### src/rtl/fscd_pkg.sv
// Purpose: Constants and carrier types for the filter/shutter command decoder
// Assumes: Byte link delivers one byte per valid/ready handshake
// Notes:   All codes and counts live here; design uses fscd_pkg::name
package fscd_pkg;
	localparam logic [7:0] CMD_WHEEL_C_PFX  = 8'hfc;
	localparam logic [7:0] CMD_SHA_OPEN     = 8'haa;
	localparam logic [7:0] CMD_SHA_COND     = 8'hab;
	localparam logic [7:0] CMD_SHA_CLOSE    = 8'hac;
	localparam logic [7:0] CMD_SHB_OPEN     = 8'hba;
	localparam logic [7:0] CMD_SHB_COND     = 8'hbb;
	localparam logic [7:0] CMD_SHB_CLOSE    = 8'hbc;
	localparam logic [7:0] CMD_GROUP_BEGIN  = 8'hbd;
	localparam logic [7:0] CMD_GROUP_END    = 8'hbe;
	localparam logic [7:0] BYTE_CR          = 8'h0d;
	localparam int         GROUP_DEPTH      = 6;
	localparam int         WHEEL_SEL_BIT    = 7;
	localparam int         SPEED_MSB        = 6;
	localparam int         SPEED_LSB        = 4;
	localparam int         POS_MSB          = 3;
	localparam int         POS_LSB          = 0;
	localparam logic [2:0] RST_GROUP_COUNT  = 3'h0;

	typedef enum logic [1:0] {
		FSCD_WHEEL_A = 2'h0,
		FSCD_WHEEL_B = 2'h1,
		FSCD_WHEEL_C = 2'h2
	} fscd_wheel_e;

	typedef enum logic [1:0] {
		FSCD_SH_CLOSED = 2'h0,
		FSCD_SH_OPEN   = 2'h1,
		FSCD_SH_COND   = 2'h2
	} fscd_shmode_e;

	// One wheel move request
	typedef struct packed {
		fscd_wheel_e wheel;
		logic [2:0]  speed;
		logic [3:0]  position;
	} fscd_move_s;

	// Buffered group entry: raw byte plus wheel C prefix flag
	typedef struct packed {
		logic       pfx_c;
		logic [7:0] code;
	} fscd_entry_s;
endpackage

### src/rtl/fscd_decoder.sv
// Purpose: Decode host command bytes into wheel moves and shutter actions
// Assumes: Single clock; wheel motion reported by wheel_busy_in
// Notes:   Echo and CR share one transmit handshake, echo has priority
`timescale 1ns/10ps

////////////////////////////////////////////////////////////////////////////////
// Summary of operation
// Bit 7 of a wheel byte picks wheel A (or C after prefix) at 0, B at 1.
// A 0xfc prefix before a wheel byte with bit 7 clear targets wheel C.
// Wheel speed 0..7 is taken from bits 6 to 4 of the wheel byte.
// Filter position 0..9 is the BCD low nibble of the wheel byte.
// Byte 0xaa opens shutter A.
// Byte 0xab puts shutter A in conditional-open mode.
// A conditional shutter closes while a wheel moves and reopens after.
// Byte 0xac closes shutter A.
// Byte 0xba opens shutter B.
// Byte 0xbb puts shutter B in conditional-open mode.
// Byte 0xbc closes shutter B.
// After 0xbd, up to six wheel and shutter bytes are stored, not run.
// Byte 0xbe runs the stored group actions back to back.
// A group accepts wheel A, B, C (with prefix) and shutter A, B actions.
// Every received byte is echoed back to the host.
// A carriage return is sent once a command's action has finished.
// After reset the decoder is idle, no prefix, empty group.
module fscd_decoder (
	input  wire logic              clock_in,
	input  wire logic              rst_b_in,
	input  wire logic              clk_en_in,
	input  wire logic              rx_valid_in,
	input  wire logic [7:0]        rx_data_in,
	output logic                   rx_ready_out,
	output logic                   tx_valid_out,
	output logic [7:0]             tx_data_out,
	input  wire logic              tx_ready_in,
	output logic                   move_valid_out,
	output fscd_pkg::fscd_move_s   move_out,
	input  wire logic              move_ready_in,
	input  wire logic              wheel_busy_in,
	output logic                   shutter_a_open_out,
	output logic                   shutter_b_open_out
);

	typedef enum logic [3:0] {
		FSCD_IDLE  = 4'b0001,
		FSCD_ECHO  = 4'b0010,
		FSCD_EXEC  = 4'b0100,
		FSCD_DONE  = 4'b1000
	} fscd_state_e;

	fscd_state_e            state_r, state_nxt;
	logic [7:0]             byte_r, byte_nxt;
	logic                   pfx_r, pfx_nxt;
	logic                   cur_pfx_r, cur_pfx_nxt;
	logic                   grp_on_r, grp_on_nxt;
	logic                   grp_run_r, grp_run_nxt;
	logic [2:0]             grp_cnt_r, grp_cnt_nxt;
	logic [2:0]             grp_idx_r, grp_idx_nxt;
	fscd_pkg::fscd_entry_s  grp_mem_r [fscd_pkg::GROUP_DEPTH];
	fscd_pkg::fscd_entry_s  grp_wr;
	logic                   grp_we;
	fscd_pkg::fscd_shmode_e sha_r, sha_nxt, shb_r, shb_nxt;
	logic                   mv_r, mv_nxt;
	fscd_pkg::fscd_move_s   mv_d_r, mv_d_nxt;
	logic                   cr_r, cr_nxt;
	logic [7:0]             tx_d_r, tx_d_nxt;
	logic                   exec_pfx;
	logic [7:0]             exec_code;
	logic                   is_wheel, is_shut;

	////////////////////////////////////////////////////////////////////////
	// Action executed by the EXEC state: current byte or group entry
	always_comb begin
		if (grp_run_r) begin
			exec_code = grp_mem_r[grp_idx_r].code;
			exec_pfx  = grp_mem_r[grp_idx_r].pfx_c;
		end else begin
			exec_code = byte_r;
			exec_pfx  = cur_pfx_r;
		end
	end

	// Wheel bytes: any byte whose low nibble is 0..9, whatever bit 7 holds
	assign is_shut = (byte_r == fscd_pkg::CMD_SHA_OPEN) ||
		(byte_r == fscd_pkg::CMD_SHA_COND) ||
		(byte_r == fscd_pkg::CMD_SHA_CLOSE) ||
		(byte_r == fscd_pkg::CMD_SHB_OPEN) ||
		(byte_r == fscd_pkg::CMD_SHB_COND) ||
		(byte_r == fscd_pkg::CMD_SHB_CLOSE);
	assign is_wheel = (byte_r[fscd_pkg::POS_MSB:fscd_pkg::POS_LSB] <= 4'h9);

	////////////////////////////////////////////////////////////////////////
	always_comb begin
		state_nxt     = state_r;
		byte_nxt      = byte_r;
		pfx_nxt       = pfx_r;
		cur_pfx_nxt   = cur_pfx_r;
		grp_on_nxt    = grp_on_r;
		grp_run_nxt   = grp_run_r;
		grp_cnt_nxt   = grp_cnt_r;
		grp_idx_nxt   = grp_idx_r;
		sha_nxt       = sha_r;
		shb_nxt       = shb_r;
		mv_nxt        = mv_r;
		mv_d_nxt      = mv_d_r;
		cr_nxt        = cr_r;
		tx_d_nxt      = tx_d_r;
		grp_we        = 1'b0;
		grp_wr        = '{pfx_c: pfx_r, code: byte_r};
		case (state_r)
			FSCD_IDLE: begin
				if (rx_valid_in) begin
					byte_nxt  = rx_data_in;
					tx_d_nxt  = rx_data_in;
					state_nxt = FSCD_ECHO;
				end
			end
			FSCD_ECHO: begin
				if (tx_ready_in) begin
					state_nxt = FSCD_IDLE;
					if (byte_r == fscd_pkg::CMD_WHEEL_C_PFX) begin
						pfx_nxt = 1'b1;
					end else if (byte_r == fscd_pkg::CMD_GROUP_BEGIN) begin
						grp_on_nxt  = 1'b1;
						grp_cnt_nxt = fscd_pkg::RST_GROUP_COUNT;
						pfx_nxt     = 1'b0;
					end else if (byte_r == fscd_pkg::CMD_GROUP_END &&
						grp_on_r) begin
						grp_on_nxt  = 1'b0;
						grp_run_nxt = (grp_cnt_r != 3'h0);
						grp_idx_nxt = 3'h0;
						state_nxt   = (grp_cnt_r != 3'h0) ? FSCD_EXEC : FSCD_DONE;
					end else if (grp_on_r) begin
						// Excess entries beyond six are dropped
						if ((is_shut || is_wheel) &&
							grp_cnt_r < 3'(fscd_pkg::GROUP_DEPTH)) begin
							grp_we      = 1'b1;
							grp_cnt_nxt = grp_cnt_r + 3'h1;
						end
						pfx_nxt = 1'b0;
					end else if (is_shut || is_wheel) begin
						cur_pfx_nxt = pfx_r;
						pfx_nxt     = 1'b0;
						state_nxt   = FSCD_EXEC;
					end else begin
						pfx_nxt   = 1'b0;
						state_nxt = FSCD_DONE;
					end
				end
			end
			FSCD_EXEC: begin
				if (!mv_r) begin
					case (exec_code)
						fscd_pkg::CMD_SHA_OPEN:  sha_nxt = fscd_pkg::FSCD_SH_OPEN;
						fscd_pkg::CMD_SHA_COND:  sha_nxt = fscd_pkg::FSCD_SH_COND;
						fscd_pkg::CMD_SHA_CLOSE: sha_nxt = fscd_pkg::FSCD_SH_CLOSED;
						fscd_pkg::CMD_SHB_OPEN:  sha_nxt = sha_r;
						default: ;
					endcase
					case (exec_code)
						fscd_pkg::CMD_SHB_OPEN:  shb_nxt = fscd_pkg::FSCD_SH_OPEN;
						fscd_pkg::CMD_SHB_COND:  shb_nxt = fscd_pkg::FSCD_SH_COND;
						fscd_pkg::CMD_SHB_CLOSE: shb_nxt = fscd_pkg::FSCD_SH_CLOSED;
						default: ;
					endcase
					if (exec_code[fscd_pkg::POS_MSB:fscd_pkg::POS_LSB] <= 4'h9 &&
						!(exec_code inside {fscd_pkg::CMD_SHA_OPEN,
						fscd_pkg::CMD_SHA_COND, fscd_pkg::CMD_SHA_CLOSE,
						fscd_pkg::CMD_SHB_OPEN, fscd_pkg::CMD_SHB_COND,
						fscd_pkg::CMD_SHB_CLOSE})) begin
						mv_nxt = 1'b1;
						if (exec_code[fscd_pkg::WHEEL_SEL_BIT]) begin
							mv_d_nxt.wheel = fscd_pkg::FSCD_WHEEL_B;
						end else if (exec_pfx) begin
							mv_d_nxt.wheel = fscd_pkg::FSCD_WHEEL_C;
						end else begin
							mv_d_nxt.wheel = fscd_pkg::FSCD_WHEEL_A;
						end
						mv_d_nxt.speed = exec_code[fscd_pkg::SPEED_MSB:
							fscd_pkg::SPEED_LSB];
						mv_d_nxt.position = exec_code[fscd_pkg::POS_MSB:
							fscd_pkg::POS_LSB];
					end else if (grp_run_r &&
						grp_idx_r + 3'h1 < grp_cnt_r) begin
						grp_idx_nxt = grp_idx_r + 3'h1;
					end else begin
						grp_run_nxt = 1'b0;
						state_nxt   = FSCD_DONE;
					end
				end else if (move_ready_in) begin
					mv_nxt = 1'b0;
					if (grp_run_r && grp_idx_r + 3'h1 < grp_cnt_r) begin
						grp_idx_nxt = grp_idx_r + 3'h1;
					end else begin
						grp_run_nxt = 1'b0;
						state_nxt   = FSCD_DONE;
					end
				end
			end
			FSCD_DONE: begin
				// Wait for the wheel to stop before reporting completion
				if (!wheel_busy_in) begin
					cr_nxt   = 1'b1;
					tx_d_nxt = fscd_pkg::BYTE_CR;
				end
				if (cr_r && tx_ready_in) begin
					cr_nxt    = 1'b0;
					state_nxt = FSCD_IDLE;
				end
			end
			default: state_nxt = FSCD_IDLE;
		endcase
	end

	////////////////////////////////////////////////////////////////////////
	always_ff @(posedge clock_in or negedge rst_b_in) begin
		if (!rst_b_in) begin
			state_r     <= FSCD_IDLE;
			byte_r      <= 8'h00;
			pfx_r       <= 1'b0;
			cur_pfx_r   <= 1'b0;
			grp_on_r    <= 1'b0;
			grp_run_r   <= 1'b0;
			grp_cnt_r   <= fscd_pkg::RST_GROUP_COUNT;
			grp_idx_r   <= 3'h0;
			sha_r       <= fscd_pkg::FSCD_SH_CLOSED;
			shb_r       <= fscd_pkg::FSCD_SH_CLOSED;
			mv_r        <= 1'b0;
			mv_d_r      <= '0;
			cr_r        <= 1'b0;
			tx_d_r      <= 8'h00;
		end else if (clk_en_in) begin
			state_r     <= state_nxt;
			byte_r      <= byte_nxt;
			pfx_r       <= pfx_nxt;
			cur_pfx_r   <= cur_pfx_nxt;
			grp_on_r    <= grp_on_nxt;
			grp_run_r   <= grp_run_nxt;
			grp_cnt_r   <= grp_cnt_nxt;
			grp_idx_r   <= grp_idx_nxt;
			sha_r       <= sha_nxt;
			shb_r       <= shb_nxt;
			mv_r        <= mv_nxt;
			mv_d_r      <= mv_d_nxt;
			cr_r        <= cr_nxt;
			tx_d_r      <= tx_d_nxt;
		end
	end

	// Group store has no reset; entries are only read below grp_cnt_r
	always_ff @(posedge clock_in) begin
		if (clk_en_in && grp_we) begin
			grp_mem_r[grp_cnt_r] <= grp_wr;
		end
	end

	////////////////////////////////////////////////////////////////////////
	assign rx_ready_out   = (state_r == FSCD_IDLE);
	assign tx_valid_out   = (state_r == FSCD_ECHO) ||
		(state_r == FSCD_DONE && cr_r);
	assign tx_data_out    = tx_d_r;
	assign move_valid_out = mv_r;
	assign move_out       = mv_d_r;
	// Conditional shutters follow the wheel's motion
	assign shutter_a_open_out = (sha_r == fscd_pkg::FSCD_SH_OPEN) ||
		(sha_r == fscd_pkg::FSCD_SH_COND && !wheel_busy_in);
	assign shutter_b_open_out = (shb_r == fscd_pkg::FSCD_SH_OPEN) ||
		(shb_r == fscd_pkg::FSCD_SH_COND && !wheel_busy_in);

endmodule

### config.mk
export PLATFORM = sky130hd
export DESIGN_NAME = fscd_decoder
export DESIGN_NICKNAME = d
export VERILOG_FILES = /design/src/rtl/fscd_pkg.sv /design/src/rtl/fscd_decoder.sv
export SDC_FILE = /design/constraint.sdc
export NUM_CORES = 1
export LEC_CHECK = 0
export BUFFER_PORTS_ARGS = -buffer_cell sky130_fd_sc_hd__buf_2
export CAP_MARGIN = 40
export CELL_PAD_IN_SITES_DETAIL_PLACEMENT = 1
export CELL_PAD_IN_SITES_GLOBAL_PLACEMENT = 1
export CORE_MARGIN = 8
export CORE_UTILIZATION = 51
export CTS_CLUSTER_DIAMETER = 120
export DETAILED_ROUTE_END_ITERATION = 10
export GPL_ROUTABILITY_DRIVEN = 0
export PLACE_DENSITY_LB_ADDON = 0.1
export SYNTH_ARGS = -nofsm -noshare
export SYNTH_HDL_FRONTEND = slang
export SYNTH_SLANG_ARGS = --single-unit
### constraint.sdc
create_clock -name clock_in -period 5.4 [get_ports clock_in]
set_input_delay 1.08 -clock clock_in [delete_from_list [all_inputs] [get_ports clock_in]]
set_output_delay 1.08 -clock clock_in [all_outputs]
set_load 0.03 [all_outputs]
==> results.sh <==
export IMPL_drt_wirelength_per_cell_um=21.8
export IMPL_critical_path_class="flop to flop"
export IMPL_pre_cts_ws_ns=2.25
export IMPL_maxSlewViolCount=0
export IMPL_synth_top_flop_cell="sky130_fd_sc_hd__edfxtp_1"
export IMPL_r2r_start="grp_idx_r[1]$_DFFE_PN0P_"
export IMPL_largest_net_degree_at_the_start_of_global_routing=35
export IMPL_critical_path_arrival_ns=3.45
export IMPL_vdd_ir_drop_max_uv=226
export IMPL_worst_r2r_endpoint="grp_idx_r[2]$_DFFE_PN0P_"
export IMPL_switching_share=0.380
export IMPL_max_freq_ghz=0.318
export IMPL_clock_insertion_delay_worst_skew_ns=0.38
export IMPL_syn2layout_area_growth_pct=11.9
export IMPL_die_height_um=111
export IMPL_met3_usage=0.0287
export IMPL_outcome="finished, final reports clean"
export IMPL_grt_total_usage=0.185
export IMPL_met2_usage=0.304
export IMPL_synthesized_netlist_cell_count=361
export IMPL_finalCritPeriodShare=0.583
export IMPL_clk_pin_slew_worst_paths_ns=0.11
export IMPL_fin_setup_tns_ns=0
export IMPL_post_synthesis_async_set_or_reset_flop_share=0.455
export IMPL_pwr_share_clk=0.228
export IMPL_floorplan_initialDensity=0.526
export IMPL_power_frac_seq=0.531
export IMPL_cellInternalPower_mw=1.30
export IMPL_min_period_ns=3.15
export IMPL_worstHoldEndpoint="tx_data_out[0]$_DFFE_PN0P_"
export IMPL_grt_pass1_wl_um=18200
export IMPL_synth_edff_count=54
export IMPL_cts_resized=0
export IMPL_area_of_the_die_mm2=0.0122
export IMPL_min_delay_start="tx_data_out[0]$_DFFE_PN0P_"
export IMPL_timing_hold_violations_final=0
export IMPL_portBuffers=36
export IMPL_reg2reg_slack_ns=2.25
export IMPL_dr_total_vias=3075
export IMPL_synthesis_yosys_warnings=0
export IMPL_grt_pass1_vias=3265
export IMPL_hold_depth=2
export IMPL_max_clock_path_buffers=2
export IMPL_synth_largest_area_cell="sky130_fd_sc_hd__edfxtp_1"
export IMPL_route_detailed_drc=0
export IMPL_grt_overflow_total=0
export IMPL_synth_lib_cells_used_distinct=62
export IMPL_synth_area_leaders="sky130_fd_sc_hd__edfxtp_1, sky130_fd_sc_hd__dfrtp_1, sky130_fd_sc_hd__mux4_2"
export IMPL_final_antenna_net_count=0
export IMPL_avgSynthCellArea_um2=12.6
export IMPL_timing_critical_path_to_type="flop"
export IMPL_power_leakage_nw=2.08
export IMPL_net_switching_power_uw=801
export IMPL_synth_top_area_frac=0.356
export IMPL_grt_util_met1=0.242
export IMPL_worst_pin_slew_ns=0.870
export IMPL_startpoint_type="flop"
export IMPL_cts_hold_buf=0
export IMPL_max_cap_viol_count=0
export IMPL_regArea_mm2=0.00275
export IMPL_worstRegToRegCells=7
export IMPL_detailedRoute_firstPassIterationCount=4
export IMPL_timing_final_ws_setup_ns=2.25
export IMPL_cts_buffers_inserted=9
export IMPL_syn_nets=381
export IMPL_synth_sequential_area_ratio=0.603
export IMPL_cts_tree="yes"
export IMPL_vias_per_cell=5.95
export IMPL_grt_setup_unrepaired="no"
export IMPL_std_cell_rows=34
export IMPL_crit_required_ns=5.71
export IMPL_core_mm2=0.00868
export IMPL_cellPowerDensity_mw_per_mm2=413
export IMPL_final_layout_size_suffix_gt1_frac=0.225
export IMPL_initial_antenna_violation_count=0
export IMPL_first_iter_violations=210
export IMPL_timing_final_setup_violations=0
export IMPL_timing_hold_worst_class="flop to flop"
export IMPL_cts_htree_levels=3
export IMPL_cts_root_buf="sky130_fd_sc_hd__clkbuf_8"
export IMPL_place_detailed_hpwl_um=8090
export IMPL_layout_nets=424
export IMPL_antenna_cells_inserted=0
export IMPL_synth_seq_cells=99
export IMPL_synthMostInstantiatedCell="sky130_fd_sc_hd__edfxtp_1"
export IMPL_totalWireLength_um=11300
export IMPL_globalRoute_busiestLayer="met2"
export IMPL_multi_input_comb_area_mm2=0.00169
export IMPL_layout_fillers=908
export IMPL_cts_num_sinks=99
export IMPL_synth_area_mm2=0.00456
export IMPL_cts_post_setup_buffers_inserted=0
export IMPL_top_level_ports=37
export IMPL_p_comb_frac=0.241
export IMPL_commonest_cells_in_the_netlist="sky130_fd_sc_hd__edfxtp_1, sky130_fd_sc_hd__dfrtp_1, sky130_fd_sc_hd__nand2_1"
export IMPL_crit_fanout=16
export IMPL_clock_skew_final_ns=0.0147
export IMPL_floorplan_die_width_um=111
export IMPL_slew_limit_headroom=0.412
==> layout by cell type (no fill, tap or decap), drive strengths merged, types with 5 or more instances in the layout <==
cell type	instances
edfxtp	54
buf	45
dfrtp	44
nand2	40
nor2	38
mux2	18
inv	16
mux2i	15
a21oi	12
clkbuf	9
o21ai	9
nand3	8
mux4	8
nor4	8
ha	5
nor3	5
clkinv	5
==> power groups by stage <==
stage / combinational (mW) / clock (mW) / sequential (mW)
floorplan: 0.324 / 0 / 1.11
global placement: 0.482 / 0 / 1.13
detailed placement: 0.508 / 0 / 1.13
CTS: 0.513 / 0.486 / 1.12
global route: 0.556 / 0.514 / 1.14
finish: 0.507 / 0.480 / 1.12
==> routing by layer <==
metal,wire length [um],share of wire
met3,497,0.044
met4,148,0.013
met2,5670,0.50
met1,4950,0.44
met5,0,0
==> sequential cells by signal, indices dropped and copies added, names as in the netlist <==
signal / flops
grp_mem_r: 54
move_out: 9
byte_r: 8
tx_data_out: 8
state_r: 4
grp_cnt_r: 3
grp_idx_r: 3
sha_r: 2
shb_r: 2
cr_r: 1
cur_pfx_r: 1
grp_on_r: 1
grp_run_r: 1
move_valid_out: 1
pfx_r: 1
==> how the worst max path moves through the flow <==
stage | from | end | slack, ns | cells after the start
6_report | grp_idx_r[1]$_DFFE_PN0P_ | grp_idx_r[2]$_DFFE_PN0P_ | 2.25 | 7
5_1_grt | grp_idx_r[1]$_DFFE_PN0P_ | grp_idx_r[2]$_DFFE_PN0P_ | 2.05 | 7
4_1_cts | grp_idx_r[1]$_DFFE_PN0P_ | move_out[7]$_DFFE_PN0P_ | 2.23 | 5
3_5_place_dp | grp_idx_r[1]$_DFFE_PN0P_ | move_out[4]$_DFFE_PN0P_ | 2.25 | 5
3_3_place_gp | grp_idx_r[0]$_DFFE_PN0P_ | grp_idx_r[0]$_DFFE_PN0P_ | 2.24 | 7
2_1_floorplan | clk_en_in | grp_mem_r[1][0]$_DFFE_PP_ | 2.26 | 5
==> cell families (layout without fill, tap and decap cells) <==
logic type	after synthesis	in the layout	synth area share
compound gates	60	60	0.0966
xor+xnor	3	3	0.00576
fa+ha+maj	5	5	0.0137
buf+inv	27	75	0.0258
flops	99	99	0.603
mux	41	41	0.119
simple gates	126	126	0.137
==> stage by stage <==
| stage | std cells | util | cell area (um^2) | hold slack [ns] | power [mW] |
|---|---|---|---|---|---|
| CTS | 517 | 0.588 | 5100 | 0.503 | 2.12 |
| floorplan | 361 | - | 4560 | 0.480 | 1.43 |
| detailed placement | 501 | 0.564 | 4900 | 0.471 | 1.64 |
| global route | 517 | 0.588 | 5100 | 0.531 | 2.21 |
| finish | 517 | 0.588 | 5100 | 0.496 | 2.11 |
| global placement | 499 | 0.560 | 4860 | 0.455 | 1.61 |
==> critical path: stages, from the launching register on <==
cell	delay [ns]
sky130_fd_sc_hd__dfrtp_1	0.86
sky130_fd_sc_hd__ha_1	0.39
sky130_fd_sc_hd__ha_1	0.29
sky130_fd_sc_hd__a21o_1	0.17
sky130_fd_sc_hd__a2111oi_2	0.53
sky130_fd_sc_hd__nor2_1	0.17
sky130_fd_sc_hd__or4_1	0.53
sky130_fd_sc_hd__o21ai_1	0.14
==> cell type report <==
class                      instances  area share
clock buffer                       9      0.0243
multi-input combinational        235       0.332
timing repair buffer              45      0.0525
clock inverter                     7      0.0159
tap                              108      0.0265
sequential                        99       0.539
inverter                          14      0.0103
(Power assumes the default switching activity.)
